===== src/hdl/hrl_regs.svh =====
`ifndef HRL_REGS_SVH
`define HRL_REGS_SVH

`define HRL_ADDR_REALTIME_SAMPLE 8'h02
`define HRL_ADDR_LIBRARY_FLOAT   8'h03
`define HRL_RST_REALTIME_SAMPLE  8'h00
`define HRL_RST_LIBRARY_FLOAT    8'h01
`define HRL_LIB_FLOAT_MASK       8'h17
`define HRL_FLOAT_BIT            4
`define HRL_LIB_SEL_MSB          2
`define HRL_LIB_SEL_LSB          0
`define HRL_MODE_DIRECT_DRIVE    3'h5
`define HRL_LIB_EMPTY_CODE       3'h0
`define HRL_LIB_LRA_CODE         3'h6
`define HRL_LIB_RESERVED_CODE    3'h7
`define HRL_SAMPLE_WIDTH         8
`define HRL_FIFO_DEPTH           16

`endif


===== src/hdl/hrl_pkg.sv =====
`default_nettype none

package hrl_pkg;

    typedef enum logic [1:0] {
        HRL_LIB_EMPTY,
        HRL_LIB_ACTUATOR,
        HRL_LIB_LRA,
        HRL_LIB_RESERVED
    } hrl_lib_kind_t;

endpackage : hrl_pkg

`default_nettype wire


===== src/hdl/hrl_realtime_library.sv =====
// Behaviour
// RQ1 - In mode 5 the engine keeps driving the load with the current sample.
// RQ2 - Sample writes are accepted any time during direct drive and applied each; code refuses them while the 16-entry FIFO is full.
// RQ3 - Sample is signed after reset, unsigned when the format bit is set.
// RQ4 - Host ends direct drive by writing mode 0 or setting standby.
// RQ5 - Library register bit 4 puts the output driver into high impedance.
// RQ6 - High impedance only applies while enabled, not in shutdown or standby.
// RQ7 - High impedance takes effect at once, even during a playback.
// RQ8 - Library select bits 2-0 are captured when playback is triggered.
// RQ9 - Select 0 empty, 1 to 5 actuator, 6 linear resonant, 7 reserved.
// RQ10 - Mode 5 drives the actuator from the sample register at address 0x02.
// RQ11 - Mode register bit 6 set means software standby, clear means ready.
// RQ12 - Signed samples are two's complement; register holds last written value; code keeps last accepted value, drops writes while FIFO is full.
`include "hrl_regs.svh"
`default_nettype none

////////////////////////////////////////////////////////////////////////////////

// Sample FIFO with a registered ready on the filling side.
module hrl_fifo #(
    parameter int WIDTH = 8,
    parameter int DEPTH = 16
) (
    // Clock and reset
    input  wire logic             clk_sys_i,
    input  wire logic             sys_rst_i,
    // Filling side
    input  wire logic             in_valid_i,
    output logic                  in_ready_o,
    input  wire logic [WIDTH-1:0] in_data_i,
    // Draining side
    output logic                  out_valid_o,
    input  wire logic             out_ready_i,
    output logic [WIDTH-1:0]      out_data_o
);
    localparam int PW = $clog2(DEPTH);
    localparam int CW = $clog2(DEPTH + 1);
    localparam logic [CW-1:0] FULL_COUNT = CW'(DEPTH);

    logic [WIDTH-1:0] mem [DEPTH];
    logic [PW-1:0]    wr_ptr;
    logic [PW-1:0]    rd_ptr;
    logic [CW-1:0]    count;
    logic [PW-1:0]    next_wr_ptr;
    logic [PW-1:0]    next_rd_ptr;
    logic [CW-1:0]    next_count;
    logic             push;
    logic             pop;

    assign push        = in_valid_i && in_ready_o;
    assign pop         = out_valid_o && out_ready_i;
    assign out_valid_o = (count != '0);
    assign out_data_o  = mem[rd_ptr];

    always_comb begin
        next_wr_ptr = push ? PW'(wr_ptr + 1'b1) : wr_ptr;
        next_rd_ptr = pop ? PW'(rd_ptr + 1'b1) : rd_ptr;
        next_count  = count;
        if (push && !pop) begin
            next_count = CW'(count + 1'b1);
        end else if (pop && !push) begin
            next_count = CW'(count - 1'b1);
        end
    end

    always_ff @(posedge clk_sys_i) begin
        if (sys_rst_i) begin
            wr_ptr     <= '0;
            rd_ptr     <= '0;
            count      <= '0;
            in_ready_o <= 1'b1;
        end else begin
            wr_ptr     <= next_wr_ptr;
            rd_ptr     <= next_rd_ptr;
            count      <= next_count;
            in_ready_o <= (next_count != FULL_COUNT);
        end
    end

    always_ff @(posedge clk_sys_i) begin
        if (push) begin
            mem[wr_ptr] <= in_data_i;
        end
    end
endmodule : hrl_fifo

////////////////////////////////////////////////////////////////////////////////

// Real-time sample and library/output-float registers with their playback taps.
module hrl_realtime_library (
    // Clock and reset
    input  wire logic                  clk_sys_i,
    input  wire logic                  sys_rst_i,
    // Register port from the serial interface
    input  wire logic [7:0]            reg_addr_i,
    input  wire logic                  reg_wr_i,
    input  wire logic [7:0]            reg_wdata_i,
    input  wire logic                  reg_rd_i,
    output logic                       reg_wr_ready_o,
    output logic [7:0]                 reg_rdata_o,
    output logic                       reg_rvalid_o,
    // Device state from the mode and format registers
    input  wire logic [2:0]            mode_sel_i,
    input  wire logic                  standby_i,
    input  wire logic                  hw_enable_i,
    input  wire logic                  sample_sign_format_select_i,
    // Playback engine
    input  wire logic                  go_trigger_i,
    input  wire logic                  sample_take_i,
    output logic                       drive_active_o,
    output logic [7:0]                 drive_level_o,
    output logic                       output_float_enable_o,
    output logic [2:0]                 lib_select_o,
    output var hrl_pkg::hrl_lib_kind_t lib_kind_o,
    output logic                       lib_latched_o
);
    logic [7:0]             realtime_sample_value;
    logic [7:0]             library_and_output_float;
    logic [7:0]             drive_sample;
    logic [7:0]             next_realtime_sample_value;
    logic [7:0]             next_library_and_output_float;
    logic [7:0]             next_drive_sample;
    logic [7:0]             next_drive_level;
    logic [7:0]             next_rdata;
    logic                   next_rvalid;
    logic                   next_drive_active;
    logic                   next_float;
    logic [2:0]             next_lib_select;
    hrl_pkg::hrl_lib_kind_t next_lib_kind;
    logic                   next_lib_latched;
    logic                   sample_wr;
    logic                   lib_wr;
    logic                   sample_push;
    logic                   fifo_valid;
    logic                   fifo_take;
    logic [7:0]             fifo_data;
    logic                   direct_drive;
    logic                   device_enabled;

    ////////////////////////////////////////////////////////////////////////////

    // Register writes and reads.
    assign sample_wr   = reg_wr_i && (reg_addr_i == `HRL_ADDR_REALTIME_SAMPLE);
    assign lib_wr      = reg_wr_i && (reg_addr_i == `HRL_ADDR_LIBRARY_FLOAT);
    assign sample_push = sample_wr && reg_wr_ready_o;

    always_comb begin
        next_realtime_sample_value    = realtime_sample_value;
        next_library_and_output_float = library_and_output_float;
        if (sample_push) begin
            next_realtime_sample_value = reg_wdata_i; // RQ2
        end
        if (lib_wr) begin
            next_library_and_output_float = reg_wdata_i & `HRL_LIB_FLOAT_MASK;
        end
        next_rvalid = reg_rd_i;
        case (reg_addr_i)
            `HRL_ADDR_REALTIME_SAMPLE: next_rdata = realtime_sample_value;
            `HRL_ADDR_LIBRARY_FLOAT:   next_rdata = library_and_output_float;
            default:                   next_rdata = 8'h00;
        endcase
        if (!reg_rd_i) begin
            next_rdata = 8'h00;
        end
    end

    always_ff @(posedge clk_sys_i) begin
        if (sys_rst_i) begin
            realtime_sample_value    <= `HRL_RST_REALTIME_SAMPLE;
            library_and_output_float <= `HRL_RST_LIBRARY_FLOAT;
            reg_rdata_o              <= 8'h00;
            reg_rvalid_o             <= 1'b0;
        end else begin
            realtime_sample_value    <= next_realtime_sample_value; // RQ12
            library_and_output_float <= next_library_and_output_float;
            reg_rdata_o              <= next_rdata;
            reg_rvalid_o             <= next_rvalid;
        end
    end

    ////////////////////////////////////////////////////////////////////////////

    // Samples queue up so the host can stream faster than single writes.
    hrl_fifo #(
        .WIDTH (`HRL_SAMPLE_WIDTH),
        .DEPTH (`HRL_FIFO_DEPTH)
    ) u_fifo (
        .clk_sys_i   (clk_sys_i),
        .sys_rst_i   (sys_rst_i),
        .in_valid_i  (sample_wr),
        .in_ready_o  (reg_wr_ready_o),
        .in_data_i   (reg_wdata_i),
        .out_valid_o (fifo_valid),
        .out_ready_i (fifo_take),
        .out_data_o  (fifo_data)
    );

    ////////////////////////////////////////////////////////////////////////////

    // Direct drive path and output float control.
    assign device_enabled = hw_enable_i && !standby_i; // RQ11
    assign direct_drive   = (mode_sel_i == `HRL_MODE_DIRECT_DRIVE) && device_enabled; // RQ10
    assign fifo_take      = direct_drive && sample_take_i;

    always_comb begin
        next_drive_sample = drive_sample;
        if (fifo_take && fifo_valid) begin
            next_drive_sample = fifo_data; // RQ2
        end
        next_drive_active = direct_drive; // RQ1
        if (sample_sign_format_select_i) begin
            next_drive_level = {~drive_sample[7], drive_sample[6:0]}; // RQ3
        end else begin
            next_drive_level = drive_sample; // RQ12
        end
        next_float = library_and_output_float[`HRL_FLOAT_BIT] && device_enabled; // RQ5 RQ6
        if (lib_wr) begin
            next_float = reg_wdata_i[`HRL_FLOAT_BIT] && device_enabled; // RQ7
        end
    end

    always_ff @(posedge clk_sys_i) begin
        if (sys_rst_i) begin
            drive_sample          <= 8'h00;
            drive_active_o        <= 1'b0;
            drive_level_o         <= 8'h00;
            output_float_enable_o <= 1'b0;
        end else begin
            drive_sample          <= next_drive_sample;
            drive_active_o        <= next_drive_active;
            drive_level_o         <= next_drive_level;
            output_float_enable_o <= next_float;
        end
    end

    ////////////////////////////////////////////////////////////////////////////

    // Library capture on a playback trigger.
    always_comb begin
        next_lib_select  = lib_select_o;
        next_lib_kind    = lib_kind_o;
        next_lib_latched = go_trigger_i;
        if (go_trigger_i) begin
            next_lib_select = library_and_output_float[`HRL_LIB_SEL_MSB:`HRL_LIB_SEL_LSB]; // RQ8
            case (next_lib_select)
                `HRL_LIB_EMPTY_CODE:    next_lib_kind = hrl_pkg::HRL_LIB_EMPTY; // RQ9
                `HRL_LIB_LRA_CODE:      next_lib_kind = hrl_pkg::HRL_LIB_LRA;
                `HRL_LIB_RESERVED_CODE: next_lib_kind = hrl_pkg::HRL_LIB_RESERVED;
                default:                next_lib_kind = hrl_pkg::HRL_LIB_ACTUATOR;
            endcase
        end
    end

    always_ff @(posedge clk_sys_i) begin
        if (sys_rst_i) begin
            lib_select_o  <= 3'h1;
            lib_kind_o    <= hrl_pkg::HRL_LIB_ACTUATOR;
            lib_latched_o <= 1'b0;
        end else begin
            lib_select_o  <= next_lib_select;
            lib_kind_o    <= next_lib_kind;
            lib_latched_o <= next_lib_latched;
        end
    end
endmodule : hrl_realtime_library

`default_nettype wire


===== config.mk =====
export PLATFORM = sky130hd
export DESIGN_NAME = hrl_realtime_library
export DESIGN_NICKNAME = d
export VERILOG_FILES = /design/src/hdl/hrl_pkg.sv /design/src/hdl/hrl_realtime_library.sv
export VERILOG_INCLUDE_DIRS = /design/src /design/src/hdl
export SDC_FILE = /design/constraint.sdc
export NUM_CORES = 1
export LEC_CHECK = 0
export ABC_AREA = 1
export BUFFER_PORTS_ARGS = -buffer_cell sky130_fd_sc_hd__buf_2
export CORE_ASPECT_RATIO = 0.6
export CORE_MARGIN = 2
export CORE_UTILIZATION = 54
export CTS_CLUSTER_DIAMETER = 30
export DETAILED_ROUTE_END_ITERATION = 16
export GPL_TIMING_DRIVEN = 0
export HOLD_SLACK_MARGIN = 0.06
export PLACE_DENSITY = 0.75
export SYNTH_ARGS = -nofsm -noshare
export SYNTH_HDL_FRONTEND = slang
export SYNTH_SLANG_ARGS = --single-unit

===== constraint.sdc =====
create_clock -name clk_sys_i -period 1.72 [get_ports clk_sys_i]
set_input_delay 0.258 -clock clk_sys_i [delete_from_list [all_inputs] [get_ports clk_sys_i]]
set_output_delay 0.258 -clock clk_sys_i [all_outputs]
set_load 0.01 [all_outputs]

Word level (Yosys, flattened, before mapping)
Memories as Yosys holds them, arrays and structs flattened. A register that Yosys moved wholly into a read port is not among the register bits.
Index checks and enable logic that the tools add are counted.
W data, S select, Z words.

cells by class
  $add $sub $neg = 4
  muxes and demuxes = 8
  bitwise operators = 2
  reductions and logical operators = 17
  eq/ne operators = 6

operators with widths
  operator               count
  $eq A8 B2 Y1 const B   2
  $pmux W8 S2            1
  $logic_and A1 B1 Y1    11
  $mux W5                2
  $eq A3 B3 Y1 const B   3
  $add A4 B1 Y4 const B  2
  $mux W8                1
  $pmux W2 S3            1
  $add A5 B1 Y5 const B  1
  $ne A5 B5 Y1 const B   1
  $reduce_bool A5 Y1     1
  $sub A5 B1 Y5 const B  1
  $logic_not A1 Y1       3
  $logic_not A3 Y1       1
  $mux W1                3
  $not A1 Y1             2
  $reduce_or A2 Y1       1

word-level totals
  logic and storage cells = 52
  register bits = 51
  input bits = 28
  RAM bits = 128
  output and inout port bits = 26
  memories = 1

memories
  memory      words  bits a word  read ports  clocked after Yosys merged registers in  wr ports  line                        source
  u_fifo.mem  16     8            1           1                                        1         hrl_realtime_library.sv:40  logic [WIDTH-1:0] mem [DEPTH];

Depth between registers and ports, before layout
Gate-level depths: netlist of the first run.

  word-level depth = 9
  mapped depth = 13
  mapped depth without buffers = 13

Hierarchy
A second synthesis of the first run with hierarchy kept.

unflattened totals
  cells, all modules = 759
  area total of the unflattened synthesis = 7838.8 µm²

modules (own cells, without submodules)
  module                cells an instance  instances  area an instance (µm²)  seq. area each (µm²)
  hrl_fifo              518                1          6027.0                  4204.0
  hrl_realtime_library  241                1          1811.7                  900.9

Worst setup path after synthesis of the first run
OpenSTA, ideal clock, no wires.

  kind = input -> register
  start point = input reg_addr_i[7]
  end point = memory u_fifo.mem[10][0] (enable)
  buffers on the path = 2
  required time = 1.350 ns
  stages on the path = 9
  data arrival time = 1.465 ns
  library setup time = 0.370 ns
  path slack = -0.115 ns
  cells stage by stage = inv_1 -> nand2_1 -> nor2_4 -> nand2_4 -> nor2_4 -> buf_4 -> buf_4 -> nand2_1 -> nor2_1

between the ends
  cells in the longest elaborated chain, start to end = 5

RTL lines
  what                           line                         source
  from (decl)                    hrl_realtime_library.sv:95   input wire logic [7:0] reg_addr_i,
  $eq A8 B2 Y1                   -
  $logic_and A1 B1 Y1            hrl_realtime_library.sv:143  assign sample_wr = reg_wr_i && (reg_addr_i == `HRL_ADDR_REALTIME_SAMPLE);
  $logic_and A1 B1 Y1            hrl_realtime_library.sv:50   assign push = in_valid_i && in_ready_o;
  $mux W1                        hrl_realtime_library.sv:81   if (push) begin
  $mux W1 (not written as such)  hrl_realtime_library.sv:82   mem[wr_ptr] <= in_data_i;
  to (decl)                      hrl_realtime_library.sv:40

Every way passes these cells.

==> results of run 1 <==
-- layout make-up --
type | instances | area, um^2
inverters | 52 | 200
multi-input cells | 419 | 2340
fillers | 927 | 4350
clock buffers | 21 | 504
well taps | 175 | 219
repair buffers | 73 | 581
clock inverters | 11 | 103
plain buffers | 35 | 297
flip-flops and latches | 187 | 5030
-- final timing paths --
kind | endpoint
worst max-delay path | drive_sample[3]$_SDFFE_PP0P_
worst min-delay path | drive_level_o[7]$_SDFF_PP0_
worst min register to register | drive_level_o[5]$_SDFF_PP0_
worst max register to register | drive_sample[3]$_SDFFE_PP0P_
-- power by group through the flow --
stage | clock (mW) | sequential (mW) | combinational (mW)
5_1_grt | 4.17 | 4.82 | 0.282
4_1_cts | 3.95 | 4.82 | 0.245
6_report | 4.00 | 4.82 | 0.259
2_1_floorplan | 0 | 4.92 | 0.104
3_5_place_dp | 0 | 4.92 | 0.237
3_3_place_gp | 0 | 4.91 | 0.226
-- state kept, by name (all words and copies together) (netlist names), 4 cells and up --
signal                    count
u_fifo.mem                  128
drive_level_o                 8
drive_sample                  8
realtime_sample_value         8
reg_rdata_o                   8
u_fifo.count                  5
library_and_output_float      4
u_fifo.rd_ptr                 4
u_fifo.wr_ptr                 4
-- cells by family after synthesis --
logic type	after synthesis	synth area share [%]
and+or+nand+nor	253	14.3
DFF	187	66.7
AOI/OAI and AO/OA	154	11.8
buffers and inverters	87	5.45
adders and majority gates	7	1.16
xor gates and xnor gates	5	0.581
-- cells in the mapped netlist --
master / count
dfxtp_1: 59
ha_1: 7
nand2_1: 73
buf_6: 8
a211oi_1: 1
o22ai_1: 6
nor2_2: 6
o21ai_1: 20
xor2_1: 3
inv_1: 50
buf_2: 10
clkinv_1: 1
edfxtp_1: 128
nor2_1: 128
buf_4: 3
nand3_4: 1
o211ai_1: 22
o21ai_0: 64
buf_1: 1
nand3_2: 2
o21a_1: 1
o221ai_1: 9
nand3b_2: 1
nor2_4: 3
inv_2: 1
nor3_1: 6
clkbuf_1: 13
nand2_2: 1
nand2_4: 1
nand3_1: 28
a21oi_1: 29
nor4_1: 1
nand4_1: 2
xnor2_1: 2
o211ai_2: 2
-- critical path, cell delays in order, from the launching register on --
cell	delay (ns)
dfxtp_2	0.34
buf_6	0.14
buf_2	0.21
o21ai_1	0.21
o22ai_2	0.10
o211ai_1	0.40
nand3_1	0.15
nand2_1	0.11
inv_1	0.04
-- through the flow --
stage          std cells  setup TNS, ns  hold slack [ns]
2_1_floorplan        693         -11.03            0.357
3_3_place_gp         920         -83.35            0.428
3_5_place_dp         920         -92.16            0.432
4_1_cts              965              0           0.0690
5_1_grt              973         -0.525            0.119
6_report             973         -0.165           0.0748
-- repair_timing --
item | in CTS | in global routing
endpoints found under the hold margin | 0 | 0
buffers inserted | 13 | 7
cloned | 0 | 1
pin swaps | 14 | 19
gates resized for setup | 56 | 52
setup endpoints to repair | 139 | 138
hold buffers | 0 | 0
-- per-layer routing --
layer / track usage, % / up-vias / part of all wire, %
met3: 7.64 / 44 / 13
met2: 41.8 / 364 / 44
met1: 41.2 / 2789 / 42
met4: 6.42 / 0 / 1.7
li1: - / 2588 / -
met5: 0 / - / 0
==> results.yml, run 1 <==
layout:
  n_antenna_cell: 0
  nNetsFinal: 820
  syn2layout_area_growth_pct: 23.1
  final_cell_area_um2: 9270
  fin_util_pct: 68.1
  layout_commonest_cell: "edfxtp_1"
  drive_gt1_share_pct: 24.2
  final_cell_mix: "edfxtp_1, nor2_1, nand2_1"
drt:
  vias: 5785
  avgRoutedWirePerCell_um: 21.4
  post-route-drc-count: 0
  first_pass_iters: 8
  via_per_inst: 5.95
  routed_wl_mm: 20.8
  drt_iter0_markers: 851
  drtAntennaViolNets: 0
clocking:
  htree_levels: 4
  cts_tree: "built"
  cts_buffers: 17
  clock-sinks: 187
  cts_max_path_buffers: 2
  insertion_delay_ns: 0.43
  clockRootBuffer: "clkbuf_16"
  clk_pin_slew_ns: 0.07
global_routing:
  grtUsageTotal_pct: 28.0
  grt_pass1_vias: 5377
  grt_overflow: 0
  antenna_found_initial: 0
  grt_pass1_wl_mm: 30.1
  grt_max_degree: 19
placed_design:
  placed_area_um2: 8010
  port_buffers: 52
  place_ws_ns: -0.866
  gp_congestion: 0.968
  hpwl_mm: 13.4
timing:
  finalClockSkew_ns: 0.0125
  finalSetupViolCount: 4
  fin_crit_sh_pct: 105
  drv_slew: 0
  max_slew.worst_pin.slew_ns: 0.588
  finalHoldViolations: 0
  fmax_mhz: 556
  post-route-min-period_ns: 1.80
  fin_ws_ns: -0.0782
  relSlewSlack_pct: 60.8
  rsz0062_at_grt: "true"
yosys:
  ys_top_cells_by_area: "edfxtp_1, dfxtp_1, nor2_1"
  synth-seq-cells: 187
  yosysUniqueCellTypes: 35
  syn-cell-area_um2: 7530
  syn_avg_cell_area_um2: 10.9
  syn_nets: 728
  yosysWarnings: 0
  synth_top_area_share_pct: 51.0
  ys_seq_area_share_pct: 66.7
  yosysTopAreaCell: "edfxtp_1"
  postSynthCellCount: 693
floorplanning:
  fp.dieArea_um2: 14900
  ioPinCount: 54
  core_area_um2: 13600
  initial_core_util_pct: 55.3
  row_count: 33
  die_h_um: 95.5
  chipWidth_um: 156
power:
  vdd.ir_drop.worst_v: 0.000717
  power_frac_clock_pct: 44.1
  p_int_mw: 7.15
  finalPower_mw: 9.07
  swShare_pct: 21.2
  p_comb_share_pct: 2.9
  cellPowerDensity_nw_per_um2: 978
  cellLeakagePower_nw: 3.52
  power_switching_mw: 1.92
  seq_power_share_pct: 53.1
critical_path:
  cp.required_ns: 2.05
  crit_path_start: "u_fifo.rd_ptr[0]$_SDFFE_PP0P_"
  cp_max_fo: 10
  cp-start-kind: "flip-flop"
  rrSetupSlack_ns: -0.08
  critical_path_class: "reg -> reg"
  cp.arrival_ns: 2.13
  reg2reg_from: "u_fifo.rd_ptr[0]$_SDFFE_PP0P_"
  end_kind: "flip-flop"
  rr_worst_depth: 8
outcome:
  violations: "setup timing"
  status: "finished, violations left"
hold_path:
  min_path_cells: 3
  hold_class: "in -> reg"
  min_from: "sample_sign_format_select_i"
run:
  maxCapViolCount: 0
No activity file was read; power rests on OpenSTA's default activity.
==> run 2: changes to the inputs <==
Settings changed: SETUP_SLACK_MARGIN set to 0.15.
==> run 2 against run 1 <==
Against the previous run:
- the run still ends with setup timing left
- highest routed layer unchanged
- die area did not move
- worst hold slack got worse by 0.014 ns
- largest power group unchanged
- sequential power barely moved
- first-iteration DRC count fell by 20%
- register-to-register slack barely moved
==> results.yml, run 2 (synthesized netlist as in run 1, its figures left out) <==
outcome:
  status: "finished, violations left"
  violations: "setup timing"
critical_path:
  critPathSlowestCell: "o211ai_1"
  cpPeakStageDelay_ns: 0.42
  end_kind: "flip-flop"
  path_cells: "buf_6 > inv_4 > buf_8 > buf_12 > nor2_2 > o22ai_2 > o211ai_1 > nand3_1 > nand2_1 > inv_1"
  cp_max_fo: 8
  path_buf_inv: 5
  cp.arrival_ns: 2.15
  rrSetupSlack_ns: -0.09
  critical-path-top-delay-family: "compound AO/OA/AOI/OAI gates"
  cp-start-kind: "flip-flop"
  cp.required_ns: 2.07
  critical_path_class: "reg -> reg"
global_routing:
  grt_pass1_wl_mm: 29.9
  grt_overflow: 0
  grt_max_degree: 19
  antenna_found_initial: 0
  grt_pass1_vias: 5403
  grtUsageTotal_pct: 27.9
layout:
  syn2layout_area_growth_pct: 24.3
  final_cell_area_um2: 9370
  drive_gt1_share_pct: 27.9
  layout_commonest_cell: "edfxtp_1"
  regMostFlops: "u_fifo.mem"
  nNetsFinal: 831
  largest_reg_flops: 128
  n_antenna_cell: 0
  fill_cells: 919
  final_cell_mix: "edfxtp_1, nor2_1, nand2_1"
drt:
  drtAntennaViolNets: 0
  first_pass_iters: 6
  routed_wl_mm: 20.2
  drt_iter0_markers: 684
  avgRoutedWirePerCell_um: 20.5
  vias: 5743
  post-route-drc-count: 0
  via_per_inst: 5.84
timing:
  fin_ws_ns: -0.0869
  fmax_mhz: 553
  rsz0062_at_grt: "true"
  post-route-min-period_ns: 1.81
  finalHoldViolations: 0
  setup_tns_ns: -0.126
  finalClockSkew_ns: 0.0117
  drv_slew: 0
  max_slew.worst_pin.slew_ns: 0.578
  finalSetupViolCount: 2
  fin_crit_sh_pct: 105
  relSlewSlack_pct: 61.5
clocking:
  cts_max_path_buffers: 2
  htree_levels: 4
  insertion_delay_ns: 0.44
  ctsHoldBuffers: 0
  clk_pin_slew_ns: 0.08
  clockRootBuffer: "clkbuf_16"
  cts_tree: "built"
  clock-sinks: 187
  cts_buffers: 17
hold_path:
  hold_class: "in -> reg"
power:
  cellLeakagePower_nw: 3.51
  vdd.ir_drop.worst_v: 0.000684
  cellPowerDensity_nw_per_um2: 951
placed_design:
  gp_congestion: 0.958
  hpwl_mm: 13.3
  placed_area_um2: 8170
  port_buffers: 52
floorplanning:
  ioPinCount: 54
  row_count: 33
  initial_core_util_pct: 55.3
  core_area_um2: 13600
  die_h_um: 95.5
  fp.dieArea_um2: 14900
  chipWidth_um: 156
run:
  maxCapViolCount: 0
==> run 2: worst paths after layout <==
kind | from | end | cells after the start
setup reg to reg | u_fifo.rd_ptr[0]$_SDFFE_PP0P_ | drive_sample[3]$_SDFFE_PP0P_ | 10
hold / removal | sample_sign_format_select_i | drive_level_o[7]$_SDFF_PP0_ | 3
hold reg to reg | drive_sample[2]$_SDFFE_PP0P_ | drive_level_o[2]$_SDFF_PP0_ | 2
setup / recovery | u_fifo.rd_ptr[0]$_SDFFE_PP0P_ | drive_sample[3]$_SDFFE_PP0P_ | 10
==> run 2: per-stage QoR <==
stage | util, % | cells | hold slack [ns] | power [mW] | setup WS [ns]
global route | 68.8 | 984 | 0.0678 | 9.10 | -0.147
detailed placement | 59.9 | 920 | 0.427 | 5.15 | -0.537
finish | 68.8 | 984 | 0.0610 | 8.91 | -0.0869
floorplan | - | 693 | 0.357 | 5.03 | 0.0416
global placement | 59.9 | 920 | 0.425 | 5.14 | -0.472
CTS | 67.5 | 973 | 0.0616 | 8.87 | 0.00176
==> run 2: final cells by class <==
| cell class | instances | area, um^2 | area share, % |
|---|---|---|---|
| flip-flops and latches | 187 | 5040 | 53.8 |
| multi-input cells | 419 | 2450 | 26.2 |
| repair buffers | 84 | 611 | 6.52 |
| clock buffers | 18 | 439 | 4.69 |
| plain buffers | 35 | 277 | 2.95 |
| well taps | 175 | 219 | 2.34 |
| inverters | 52 | 205 | 2.19 |
| clock inverters | 14 | 125 | 1.34 |
==> run 2: worst register-to-register path, stage by stage (launching register included) <==
cell and delay, ns:
dfxtp_4 0.37, buf_6 0.13, inv_4 0.04, buf_8 0.14, buf_12 0.14, nor2_2 0.10, o22ai_2 0.10, o211ai_1 0.42
nand3_1 0.16, nand2_1 0.10, inv_1 0.04
==> run 2: layer usage <==
layer	up-vias	part of all wire (%)	wire (um)	global-route usage (%)
li1	2621	-	-	-
met1	2789	43	8630	38.5
met2	304	44	8800	41.4
met3	29	12	2330	10.1
met4	0	2.0	407	8.94
met5	-	0	0	0
==> run 2: timing repair <==
item                                    in CTS  in global routing
endpoints found under the setup margin     144                123
gates resized for setup                     64                 27
pin swaps                                   24                 21
cloned                                       1                  0
setup buffers                               20                 11
==> run 2: where the power goes <==
part	total [mW]	switching (mW)	internal (mW)
clock	3.81	1.85	1.96
sequential	4.81	0.00890	4.80
combinational	0.293	0.195	0.0975
